[src/include/sbp_regs.svh]
// Offsets, reset values, fields and timing counts of the
// partition register bank.
// Assumes byte addressing on a 16-bit register port; included by sbp_pkg.
`ifndef SBP_REGS_SVH
`define SBP_REGS_SVH
// Port widths.
`define SBP_ADDR_W            10
`define SBP_DATA_W            16
// Register byte offsets.
`define SBP_OFS_TX_SIZE_01    10'h020
`define SBP_OFS_TX_SIZE_23    10'h022
`define SBP_OFS_TX_SIZE_45    10'h024
`define SBP_OFS_TX_SIZE_67    10'h026
`define SBP_OFS_RX_SIZE_01    10'h028
`define SBP_OFS_RX_SIZE_23    10'h02a
`define SBP_OFS_RX_SIZE_45    10'h02c
`define SBP_OFS_RX_SIZE_67    10'h02e
`define SBP_OFS_BLOCK_MAP     10'h030
`define SBP_OFS_AUTH_TYPE     10'h032
`define SBP_OFS_ECHO_INTERVAL 10'h036
`define SBP_OFS_MAGIC_SEED    10'h038
`define SBP_OFS_SESSION_ID    10'h03c
`define SBP_OFS_CFG_STATUS    10'h03e
// Reset values.
`define SBP_RST_SIZE_PAIR     16'h0808
`define SBP_RST_BLOCK_MAP     16'h00ff
`define SBP_RST_AUTH          16'h0000
`define SBP_RST_ECHO_INTERVAL 8'h28
`define SBP_RST_MAGIC         8'h00
`define SBP_RST_SESSION       16'h0000
// Authentication protocol codes.
`define SBP_AUTH_PAP          16'hc023
`define SBP_AUTH_CHAP         16'hc223
// Buffer geometry in kilobytes.
`define SBP_SIZE_MAX_KB       8'h40
`define SBP_BLOCK_KB          11'h008
`define SBP_TOTAL_KB          11'h080
// Status register bit positions.
`define SBP_STAT_TX_ALIGNED   0
`define SBP_STAT_TOTAL_OK     1
`define SBP_STAT_MAP_OK       2
`define SBP_STAT_RANGE_OK     3
// Echo tick length and the clock rate.
`define SBP_ECHO_TICK_MS      25
`define SBP_CLK_KHZ           200000
`endif

[src/include/sbp_pkg.sv]
// Types of the partition register bank.
// Assumes sbp_regs.svh is on the include path.
`include "sbp_regs.svh"
package sbp_pkg;
   typedef logic [7:0]                 sbp_size_type;  // One socket size in KB.
   typedef logic [`SBP_DATA_W-1:0]     sbp_word_type;  // One register word.
   typedef logic [`SBP_ADDR_W-1:0]     sbp_addr_type;  // Byte address.
   typedef logic [10:0]                sbp_kb_sum_type; // Sum of eight sizes.
   // Authentication codes the PPP engine may report.
   typedef enum logic [15:0] {
      SBP_AUTH_NONE_CODE = `SBP_RST_AUTH,
      SBP_AUTH_PAP_CODE  = `SBP_AUTH_PAP,
      SBP_AUTH_CHAP_CODE = `SBP_AUTH_CHAP
   } sbp_auth_type;
endpackage : sbp_pkg

[src/hw/sbp_partition_regs.sv]
// Socket buffer partition register bank: per-socket transmit and receive
// sizes, the block direction map and the PPP session parameters.
// Assumes a same-clock master on the plain register port and a PPP engine
// on core_clk_i that reports authentication type and session id.
//
// Functional notes
// RULE1 - Eight sockets, each size zero to 64 KB.
// RULE2 - Every size field resets to eight.
// RULE3 - Software keeps transmit total a multiple of eight.
// RULE4 - Software keeps both totals summing to 128 KB.
// RULE5 - Even socket upper byte, odd socket lower.
// RULE6 - Sixteen 8 KB blocks, one map bit each.
// RULE7 - Map bit one transmit, zero receive.
// RULE8 - Software sets transmit bits contiguously from zero.
// RULE9 - Direction map resets to 0x00ff.
// RULE10 - Read-only authentication code, PAP or CHAP.
// RULE11 - Echo requests every interval of 25 ms ticks.
// RULE12 - Magic number is the seed byte repeated.
// RULE13 - Read-only session identifier, resets to zero.
`timescale 1ns/1ps
module sbp_partition_regs #(
   // Cycles in one 25 ms echo tick; shorten in simulation.
   parameter int unsigned ECHO_TICK_CYCLES = `SBP_ECHO_TICK_MS * `SBP_CLK_KHZ
) (
   // Clock and reset.
   input  wire logic                 core_clk_i,
   input  wire logic                 srst_i,
   // Register port.
   input  wire sbp_pkg::sbp_addr_type reg_addr_i,
   input  wire sbp_pkg::sbp_word_type reg_wdata_i,
   input  wire logic                 reg_wr_i,
   input  wire logic                 reg_rd_i,
   output sbp_pkg::sbp_word_type     reg_rdata_o,
   // PPP engine reports.
   input  wire logic                 ppp_auth_load_i,
   input  wire sbp_pkg::sbp_word_type ppp_auth_code_i,
   input  wire logic                 ppp_session_load_i,
   input  wire sbp_pkg::sbp_word_type ppp_session_id_i,
   input  wire logic                 ppp_link_open_i,
   // Partition outputs to the buffer manager.
   output logic [63:0]               tx_size_o,
   output logic [63:0]               rx_size_o,
   output logic [15:0]               block_is_tx_o,
   // PPP engine controls.
   output logic [31:0]               magic_number_o,
   output logic                      echo_req_o,
   output logic                      config_ok_o
);
   import sbp_pkg::*;

   // Size pair registers, index 0 holds sockets 0 and 1.
   sbp_word_type   tx_size_q [4];
   sbp_word_type   rx_size_q [4];
   // Direction map, bit n describes block n.
   sbp_word_type   block_map_q;
   // Values reported by the PPP engine.
   sbp_auth_type   auth_q;
   sbp_word_type   session_q;
   // Software settings for the PPP engine.
   logic [7:0]     echo_interval_q;
   logic [7:0]     magic_q;
   // Read data and its next value.
   sbp_word_type   rdata_q;
   sbp_word_type   rdata_d;
   // Totals from the two adders.
   sbp_kb_sum_type tx_total_kb;
   sbp_kb_sum_type rx_total_kb;
   logic           tx_range_ok;
   logic           rx_range_ok;
   // Consistency checks.
   logic           tx_aligned;
   logic           total_ok;
   logic           map_ok;
   // Flattened size pairs, pair 0 in the low word.
   logic [63:0]    tx_pairs;
   logic [63:0]    rx_pairs;
   // Write to the echo interval, restarts the timer.
   logic           echo_wr;

   // True when addr hits pair idx above base.
   function automatic logic sbp_pair_hit(input sbp_addr_type addr,
                                         input sbp_addr_type base,
                                         input logic [1:0]   idx);
      return addr == base + sbp_addr_type'({idx, 1'b0});
   endfunction : sbp_pair_hit

   // Swaps a pair word into socket order: even socket
   // moves from the upper to the lower byte.
   function automatic logic [15:0] sbp_socket_order(input sbp_word_type w);
      return {w[7:0], w[15:8]};
   endfunction : sbp_socket_order

   // Mask of the map that a given transmit total implies.
   function automatic sbp_word_type sbp_expected_map(input sbp_kb_sum_type kb);
      sbp_word_type m;
      m = '0;
      for (int i = 0; i < 16; i++) begin
         if (sbp_kb_sum_type'(i) < (kb >> 3)) begin
            m[i] = 1'b1;
         end
      end
      return m;
   endfunction : sbp_expected_map

   // Transmit size pairs. Each byte is stored as written; values above 64
   // are kept, so software can read back its mistake, and flagged in status.
   always_ff @(posedge core_clk_i) begin
      if (srst_i) begin
         for (int i = 0; i < 4; i++) begin
            tx_size_q[i] <= `SBP_RST_SIZE_PAIR;  // see RULE2
         end
      end else if (reg_wr_i) begin
         for (int i = 0; i < 4; i++) begin
            if (sbp_pair_hit(reg_addr_i, `SBP_OFS_TX_SIZE_01, 2'(i))) begin
               tx_size_q[i] <= reg_wdata_i;  // see RULE1
            end
         end
      end
   end

   // Receive size pairs, laid out like the transmit ones.
   always_ff @(posedge core_clk_i) begin
      if (srst_i) begin
         for (int i = 0; i < 4; i++) begin
            rx_size_q[i] <= `SBP_RST_SIZE_PAIR;  // see RULE2
         end
      end else if (reg_wr_i) begin
         for (int i = 0; i < 4; i++) begin
            if (sbp_pair_hit(reg_addr_i, `SBP_OFS_RX_SIZE_01, 2'(i))) begin
               rx_size_q[i] <= reg_wdata_i;  // see RULE1
            end
         end
      end
   end

   // Direction map takes any pattern; the contiguity check only
   // reports, since blocking writes would trap software mid-way
   // through an intermediate pattern.
   always_ff @(posedge core_clk_i) begin
      if (srst_i) begin
         block_map_q <= `SBP_RST_BLOCK_MAP;  // see RULE9
      end else if (reg_wr_i && reg_addr_i == `SBP_OFS_BLOCK_MAP) begin
         block_map_q <= reg_wdata_i;  // see RULE6
      end
   end

   // Authentication code, loaded only by the PPP engine.
   // Codes are not filtered here.
   always_ff @(posedge core_clk_i) begin
      if (srst_i) begin
         auth_q <= SBP_AUTH_NONE_CODE;  // see RULE10
      end else if (ppp_auth_load_i) begin
         auth_q <= sbp_auth_type'(ppp_auth_code_i);  // see RULE10
      end
   end

   // Session identifier, written only by the PPP engine after discovery.
   always_ff @(posedge core_clk_i) begin
      if (srst_i) begin
         session_q <= `SBP_RST_SESSION;  // see RULE13
      end else if (ppp_session_load_i) begin
         session_q <= ppp_session_id_i;  // see RULE13
      end
   end

   // Echo interval; the upper byte is reserved and not stored.
   always_ff @(posedge core_clk_i) begin
      if (srst_i) begin
         echo_interval_q <= `SBP_RST_ECHO_INTERVAL;  // see RULE11
      end else if (echo_wr) begin
         echo_interval_q <= reg_wdata_i[7:0];  // see RULE11
      end
   end

   assign echo_wr = reg_wr_i && reg_addr_i == `SBP_OFS_ECHO_INTERVAL;

   // Magic seed byte; the upper byte is reserved and not stored.
   always_ff @(posedge core_clk_i) begin
      if (srst_i) begin
         magic_q <= `SBP_RST_MAGIC;  // see RULE12
      end else if (reg_wr_i && reg_addr_i == `SBP_OFS_MAGIC_SEED) begin
         magic_q <= reg_wdata_i[7:0];
      end
   end

   // Flatten the pairs for the transmit and receive adders.
   always_comb begin
      tx_pairs = '0;
      rx_pairs = '0;
      for (int i = 0; i < 4; i++) begin
         tx_pairs[16*i +: 16] = tx_size_q[i];
         rx_pairs[16*i +: 16] = rx_size_q[i];
      end
   end

   // Transmit total and range check.
   sbp_size_sum u_tx_sum (
      .core_clk_i   (core_clk_i),
      .srst_i       (srst_i),
      .size_pairs_i (tx_pairs),
      .sum_kb_o     (tx_total_kb),
      .range_ok_o   (tx_range_ok)
   );

   // Receive total and range check.
   sbp_size_sum u_rx_sum (
      .core_clk_i   (core_clk_i),
      .srst_i       (srst_i),
      .size_pairs_i (rx_pairs),
      .sum_kb_o     (rx_total_kb),
      .range_ok_o   (rx_range_ok)
   );

   // Software owns alignment, total and contiguity;
   // these checks only make a violation visible.
   assign tx_aligned = (tx_total_kb[2:0] == 3'h0);  // see RULE3
   assign total_ok   = (tx_total_kb + rx_total_kb == `SBP_TOTAL_KB);  // see RULE4
   assign map_ok     = (block_map_q == sbp_expected_map(tx_total_kb));  // see RULE8

   // Read multiplexer. Reserved bytes and unmapped addresses read
   // zero; status is a live view of the checks.
   always_comb begin
      rdata_d = '0;
      for (int i = 0; i < 4; i++) begin
         if (sbp_pair_hit(reg_addr_i, `SBP_OFS_TX_SIZE_01, 2'(i))) begin
            rdata_d = tx_size_q[i];  // see RULE5
         end
         if (sbp_pair_hit(reg_addr_i, `SBP_OFS_RX_SIZE_01, 2'(i))) begin
            rdata_d = rx_size_q[i];  // see RULE5
         end
      end
      unique case (reg_addr_i)
         `SBP_OFS_BLOCK_MAP: begin
            rdata_d = block_map_q;
         end
         `SBP_OFS_AUTH_TYPE: begin
            rdata_d = auth_q;
         end
         `SBP_OFS_ECHO_INTERVAL: begin
            rdata_d = {8'h00, echo_interval_q};
         end
         `SBP_OFS_MAGIC_SEED: begin
            rdata_d = {8'h00, magic_q};
         end
         `SBP_OFS_SESSION_ID: begin
            rdata_d = session_q;
         end
         `SBP_OFS_CFG_STATUS: begin
            rdata_d[`SBP_STAT_TX_ALIGNED] = tx_aligned;
            rdata_d[`SBP_STAT_TOTAL_OK]   = total_ok;
            rdata_d[`SBP_STAT_MAP_OK]     = map_ok;
            rdata_d[`SBP_STAT_RANGE_OK]   = tx_range_ok & rx_range_ok;
         end
         default: begin
            // Size pairs were handled above; anything else stays zero.
         end
      endcase
   end

   // Read data stand only in the cycle after the read strobe, and are zero
   // otherwise, so a stale word is never mistaken for an answer.
   always_ff @(posedge core_clk_i) begin
      if (srst_i) begin
         rdata_q <= '0;
      end else begin
         rdata_q <= reg_rd_i ? rdata_d : '0;
      end
   end

   assign reg_rdata_o = rdata_q;

   // Registered partition outputs, socket n in byte n of each vector.
   always_ff @(posedge core_clk_i) begin
      if (srst_i) begin
         tx_size_o     <= {4{`SBP_RST_SIZE_PAIR}};
         rx_size_o     <= {4{`SBP_RST_SIZE_PAIR}};
         block_is_tx_o <= `SBP_RST_BLOCK_MAP;
      end else begin
         for (int i = 0; i < 4; i++) begin
            tx_size_o[16*i +: 16] <= sbp_socket_order(tx_size_q[i]);  // see RULE5
            rx_size_o[16*i +: 16] <= sbp_socket_order(rx_size_q[i]);  // see RULE5
         end
         block_is_tx_o <= block_map_q;  // see RULE7
      end
   end

   // Magic number and overall health flag for the PPP engine.
   always_ff @(posedge core_clk_i) begin
      if (srst_i) begin
         magic_number_o <= '0;
         config_ok_o    <= 1'b0;
      end else begin
         magic_number_o <= {4{magic_q}};  // see RULE12
         config_ok_o    <= tx_aligned & total_ok & map_ok & tx_range_ok & rx_range_ok;
      end
   end

   // Echo request timer; runs only while the session is open.
   sbp_echo_timer #(
      .TICK_CYCLES (ECHO_TICK_CYCLES)
   ) u_echo (
      .core_clk_i (core_clk_i),
      .srst_i     (srst_i),
      .run_i      (ppp_link_open_i),
      .restart_i  (echo_wr),
      .interval_i (echo_interval_q),
      .echo_req_o (echo_req_o)
   );
endmodule : sbp_partition_regs

[src/hw/sbp_size_sum.sv]
// Registered sum of eight size bytes, with a range check.
// Assumes sizes change only on core_clk_i.
`timescale 1ns/1ps
module sbp_size_sum (
   // Clock and reset.
   input  wire logic                    core_clk_i,
   input  wire logic                    srst_i,
   // Four size pairs, pair 0 in the low word.
   input  wire logic [63:0]             size_pairs_i,
   // Results.
   output sbp_pkg::sbp_kb_sum_type      sum_kb_o,
   output logic                         range_ok_o
);
   import sbp_pkg::*;

   // Adds all eight bytes; the order does not matter for a sum.
   function automatic sbp_kb_sum_type sbp_add_sizes(input logic [63:0] v);
      sbp_kb_sum_type acc;
      acc = '0;
      for (int i = 0; i < 8; i++) begin
         acc = acc + sbp_kb_sum_type'(v[8*i +: 8]);
      end
      return acc;
   endfunction : sbp_add_sizes

   // Every byte must lie between zero and sixty-four.
   function automatic logic sbp_all_in_range(input logic [63:0] v);
      logic ok;
      ok = 1'b1;
      for (int i = 0; i < 8; i++) begin
         if (v[8*i +: 8] > `SBP_SIZE_MAX_KB) begin
            ok = 1'b0;
         end
      end
      return ok;
   endfunction : sbp_all_in_range

   // The sum is registered to keep the adder tree off the read path.
   always_ff @(posedge core_clk_i) begin
      if (srst_i) begin
         sum_kb_o   <= 11'h040;
         range_ok_o <= 1'b1;
      end else begin
         sum_kb_o   <= sbp_add_sizes(size_pairs_i);
         range_ok_o <= sbp_all_in_range(size_pairs_i);
      end
   end
endmodule : sbp_size_sum

[src/hw/sbp_echo_timer.sv]
// Echo request interval timer: a 25 ms prescaler and an interval counter.
// Assumes run_i and interval_i come from logic on core_clk_i.
`timescale 1ns/1ps
module sbp_echo_timer #(
   parameter int unsigned TICK_CYCLES = `SBP_ECHO_TICK_MS * `SBP_CLK_KHZ
) (
   // Clock and reset.
   input  wire logic       core_clk_i,
   input  wire logic       srst_i,
   // Control.
   input  wire logic       run_i,       // Session is open.
   input  wire logic       restart_i,   // Interval rewritten.
   input  wire logic [7:0] interval_i,  // Interval in ticks.
   // Result.
   output logic            echo_req_o   // One-cycle request pulse.
);
   import sbp_pkg::*;

   logic [22:0] pre_q;   // Cycles within one tick.
   logic [7:0]  tick_q;  // Ticks since last request.
   logic        tick;    // Last cycle of a tick.

   assign tick = (pre_q == 23'(TICK_CYCLES - 1));

   // Counters restart while the session is idle or on an interval
   // write; an interval of zero sends no requests.
   always_ff @(posedge core_clk_i) begin
      if (srst_i || !run_i || restart_i) begin
         pre_q      <= '0;
         tick_q     <= '0;
         echo_req_o <= 1'b0;
      end else begin
         pre_q      <= tick ? '0 : pre_q + 23'h000001;
         echo_req_o <= 1'b0;
         if (tick) begin
            if (interval_i != 8'h00 && tick_q + 8'h01 == interval_i) begin
               tick_q     <= '0;
               echo_req_o <= 1'b1;  // see RULE11
            end else begin
               tick_q <= tick_q + 8'h01;
            end
         end
      end
   end
endmodule : sbp_echo_timer

[config.mk]
export PLATFORM = sky130hd
export DESIGN_NAME = sbp_partition_regs
export DESIGN_NICKNAME = d
export VERILOG_FILES = /design/src/include/sbp_pkg.sv /design/src/hw/sbp_partition_regs.sv /design/src/hw/sbp_size_sum.sv /design/src/hw/sbp_echo_timer.sv
export VERILOG_INCLUDE_DIRS = /design/src /design/src/include
export SDC_FILE = /design/constraint.sdc
export NUM_CORES = 1
export LEC_CHECK = 0
export BUFFER_PORTS_ARGS = -buffer_cell sky130_fd_sc_hd__buf_2
export CORE_MARGIN = 5
export CORE_UTILIZATION = 50
export DETAILED_ROUTE_END_ITERATION = 16
export PLACE_DENSITY = 0.71
export SLEW_MARGIN = 5
export SYNTH_ARGS = -nofsm -noshare
export SYNTH_HDL_FRONTEND = slang
export SYNTH_SLANG_ARGS = --single-unit
[constraint.sdc]
create_clock -name core_clk_i -period 6.5 [get_ports core_clk_i]
set_clock_uncertainty 0.2 [all_clocks]
set_input_delay 1.3 -clock core_clk_i [delete_from_list [all_inputs] [get_ports core_clk_i]]
set_output_delay 1.3 -clock core_clk_i [all_outputs]
set_load 0.05 [all_outputs]
==> run metrics <==
outcome=finished clean; WL final=64800 um; Internal Power=5.41 mW; sw power=2.81 mW; cell count after synthesis=1857; sequential share of the synthesized area=0.492; Max VDD drop=206 uV; Starting DRT DRC Count=1705; placed instance count=2537; CP Capture Type=flop; unique cell type count in the Yosys netlist=76; clock power share=0.305; Slew Limit Headroom=0.273; CTS hold repair buffers=0; Clock Pin Slew Worst Setup and Hold Paths=0.06 ns; Final Max Slew Viols=0; vias in the first global route=15037; Final min period=5.90 ns; PortBufs=258; largest family of logic cells by synthesized area=simple AND/OR/NAND/NOR gates; Worst Path Max Fanout=4; Final period util=0.907; Setup Buffers After CTS=0; Crit path largest cell delay=0.67 ns; critical-path cell list=ha_1 > inv_1 > fa_1 > nor2b_1 > o21ai_0 > a21boi_0 > o21a_1 > nor2_1 > xnor2_1 > fa_1 > inv_1 > fa_1 > fa_1 > fa_1 > inv_1 > ha_1 > o311ai_0 > o21ai_0 > xnor2_1 > nor2_1; # nets final=2266; Slowest-stage cell, CP=o311ai_0; adder-cell share of the synthesized area=0.118; DR WL/cell=24.7 um; global-route usage over all layers=0.291; Layout Utilization=0.584; setup_tns=0 ns; Worst Hold Slack=0.273 ns; Worst path most repeated cell=fa_1; final non-filler cell total=2621; crit path launch type=flop; WP buf/inv=3; Ys Warns=0; Syn Area/Cell=10.5 um2; Seq pwr share=0.374; CTS tree=built; ys flop type=dfxtp_1; grt ovf=0; FFs w/ async S/R, synth=0; filler instances=3299; Initial Utilization=0.506; H-tree depth=2; Hold Vio Cnt, Final=0; Core Footprint=0.0386 mm2; clk buf depth=3; via count=15197; Skew-Pair Late Insertion Delay=0.59 ns; row cnt=72; routability cong.=1.04; Clock Sinks=417; RSZ-0062 raised after global routing=false; Worst Max-Slew Pin Slew=1.06 ns; Post-synth EDFFs=128; cell area after layout=0.0226 mm2; first-pass GRT wire length=95300 um; share of cells above drive strength 1=0.180; Synth area leaders=dfxtp_1 30%, edfxtp_1 20%, fa_1 8.1%, nor2b_1 3.7%, ha_1 3.7%; largest area contributor in the netlist=dfxtp_1; Resize count post-CTS=0; Initial DRT Pass Iterations=8; mux contribution to synthesized area=0.0256; Layout area overhead=15.3%; Worst Path Required=6.73 ns; Simple-Gate Fraction of Synth Area=0.183; post-synthesis cell area=0.0196 mm2; switching power share of the total=0.342; FF+latch count, synth=417; Crit Path Category=flop to flop; complex-gate fraction of the synthesized area=0.0950; drt drc=0; clock root buffer master=clkbuf_16; hold crit path type=flop to flop; Leak=9.59 nW; I/O pin cnt=259; TritonCTS Buffers=43; Final ANT Viol Nets=0; post-synthesis xor/xnor area fraction=0.0318; top cell type's share of synthesized area=0.296; Setup violations, final=0; critical path arrival=6.12 ns; DIE AREA=0.0432 mm2; Die Y=208 um; pwr/cell area=364 mW/mm2; initial antenna violation count=5; max_cap viols=0; fmax=170 MHz; vias per cell=5.80; DIE WIDTH=208 um; largest net degree at the start of global routing=101; Top Family by Delay on Critical Path=adder cells; syn_nets=2059; dpl hpwl=49000 um; Placed Area=0.0211 mm2; combinational fraction of design power=0.320
-- power groups by stage --
stage               combinational, mW  clock, mW  sequential, mW
finish                           2.63       2.51            3.08
CTS                              2.63       2.55            3.07
floorplan                        1.94          0            3.13
global placement                 2.50          0            3.12
global route                     2.97       2.66            3.08
detailed placement               2.61          0            3.13
-- sequential cells by signal, summed over array words and instances (netlist names), 11 cells and up --
register / cells
auth_q: 16
block_is_tx_o: 16
block_map_q: 16
reg_rdata_o: 16
rx_size_o: 64
rx_size_q: 64
session_q: 16
tx_size_o: 64
tx_size_q: 64
u_echo.pre_q: 23
u_rx_sum.sum_kb_o: 11
u_tx_sum.sum_kb_o: 11
-- layout by cell type (no fill, tap or decap), drive strengths merged, types with 16 or more instances in the layout --
cell type	instances
dfxtp	289
buf	271
nor2	155
inv	149
edfxtp	128
nor2b	117
and2	115
nand2	83
fa	79
clkbuf	59
ha	58
a21oi	55
mux2i	49
o21ai	42
xnor2	40
nand3	34
xor2	31
a22oi	30
or2	28
a21o	23
or4	21
or3	18
o31ai	17
a31oi	16
nor3	16
-- path summary, 6_finish.rpt --
check             startpoint                     to  slack, ns  depth (start not counted)
max          tx_size_q[0][0]  u_tx_sum.sum_kb_o[10]       0.60                         20
min          u_echo.pre_q[0]        u_echo.pre_q[0]       0.27                          1
max reg2reg  tx_size_q[0][0]  u_tx_sum.sum_kb_o[10]       0.60                         20
min reg2reg  u_echo.pre_q[0]        u_echo.pre_q[0]       0.27                          1
-- through the flow --
step / power [mW] / setup WS, ns
after floorplan: 5.07 / 1.25
after global placement: 5.63 / 0.865
after detailed placement: 5.74 / 0.689
after CTS: 8.25 / 0.637
after global routing: 8.72 / 0.223
final: 8.22 / 0.602
-- logic make-up after synthesis --
logic type,after synthesis
multiplexers,50
buffers and inverters,254
XOR/XNOR,71
adder cells (fa/ha/maj),137
flip-flops,417
AND/OR/NAND/NOR,661
AO/OA/AOI/OAI,267
-- worst register-to-register path, stage by stage (launching register included) --
cell and delay [ns]:
edfxtp_1 0.42, ha_1 0.20, inv_1 0.06, fa_1 0.40
nor2b_1 0.12, o21ai_0 0.10, a21boi_0 0.27, o21a_1 0.17
nor2_1 0.05, xnor2_1 0.14, fa_1 0.48, inv_1 0.06
fa_1 0.50, fa_1 0.51, fa_1 0.52, inv_1 0.05
ha_1 0.34, o311ai_0 0.67, o21ai_0 0.25, xnor2_1 0.17
nor2_1 0.05
-- cells in the mapped netlist (all sizes together), types with 17 or more instances --
library cell and count:
nor2b 117, o31ai 17, fa 79, clkbuf 76
nand3 34, nand2 83, buf 33, xor2 31
a21oi 55, mux2i 49, ha 58, inv 145
a21o 23, a22oi 30, or3 18, or4 21
or2 28, xnor2 40, and2 115, edfxtp 128
dfxtp 289, o21ai 42, nor2 155
-- metal layers --
layer  wire, um  vias up  GRT usage
li1           -     6740          -
met1      25500     7342      0.391
met2      29200      900      0.456
met3       6610      211     0.0611
met4       3510        4      0.136
met5         28        -          0
-- layout make-up --
cell class                 instances  area (um2)  share of cell area
inverter                         145         544              0.0241
antenna                            4        10.0            0.000444
multi-input combinational       1186        8880               0.394
timing repair buffer             271        1400              0.0618
tap                              518         648              0.0287
sequential                       417        9630               0.427
clock inverter                    21         225             0.00998
clock buffer                      59        1230              0.0546
Note: power is estimated with default switching activity, not from simulation.
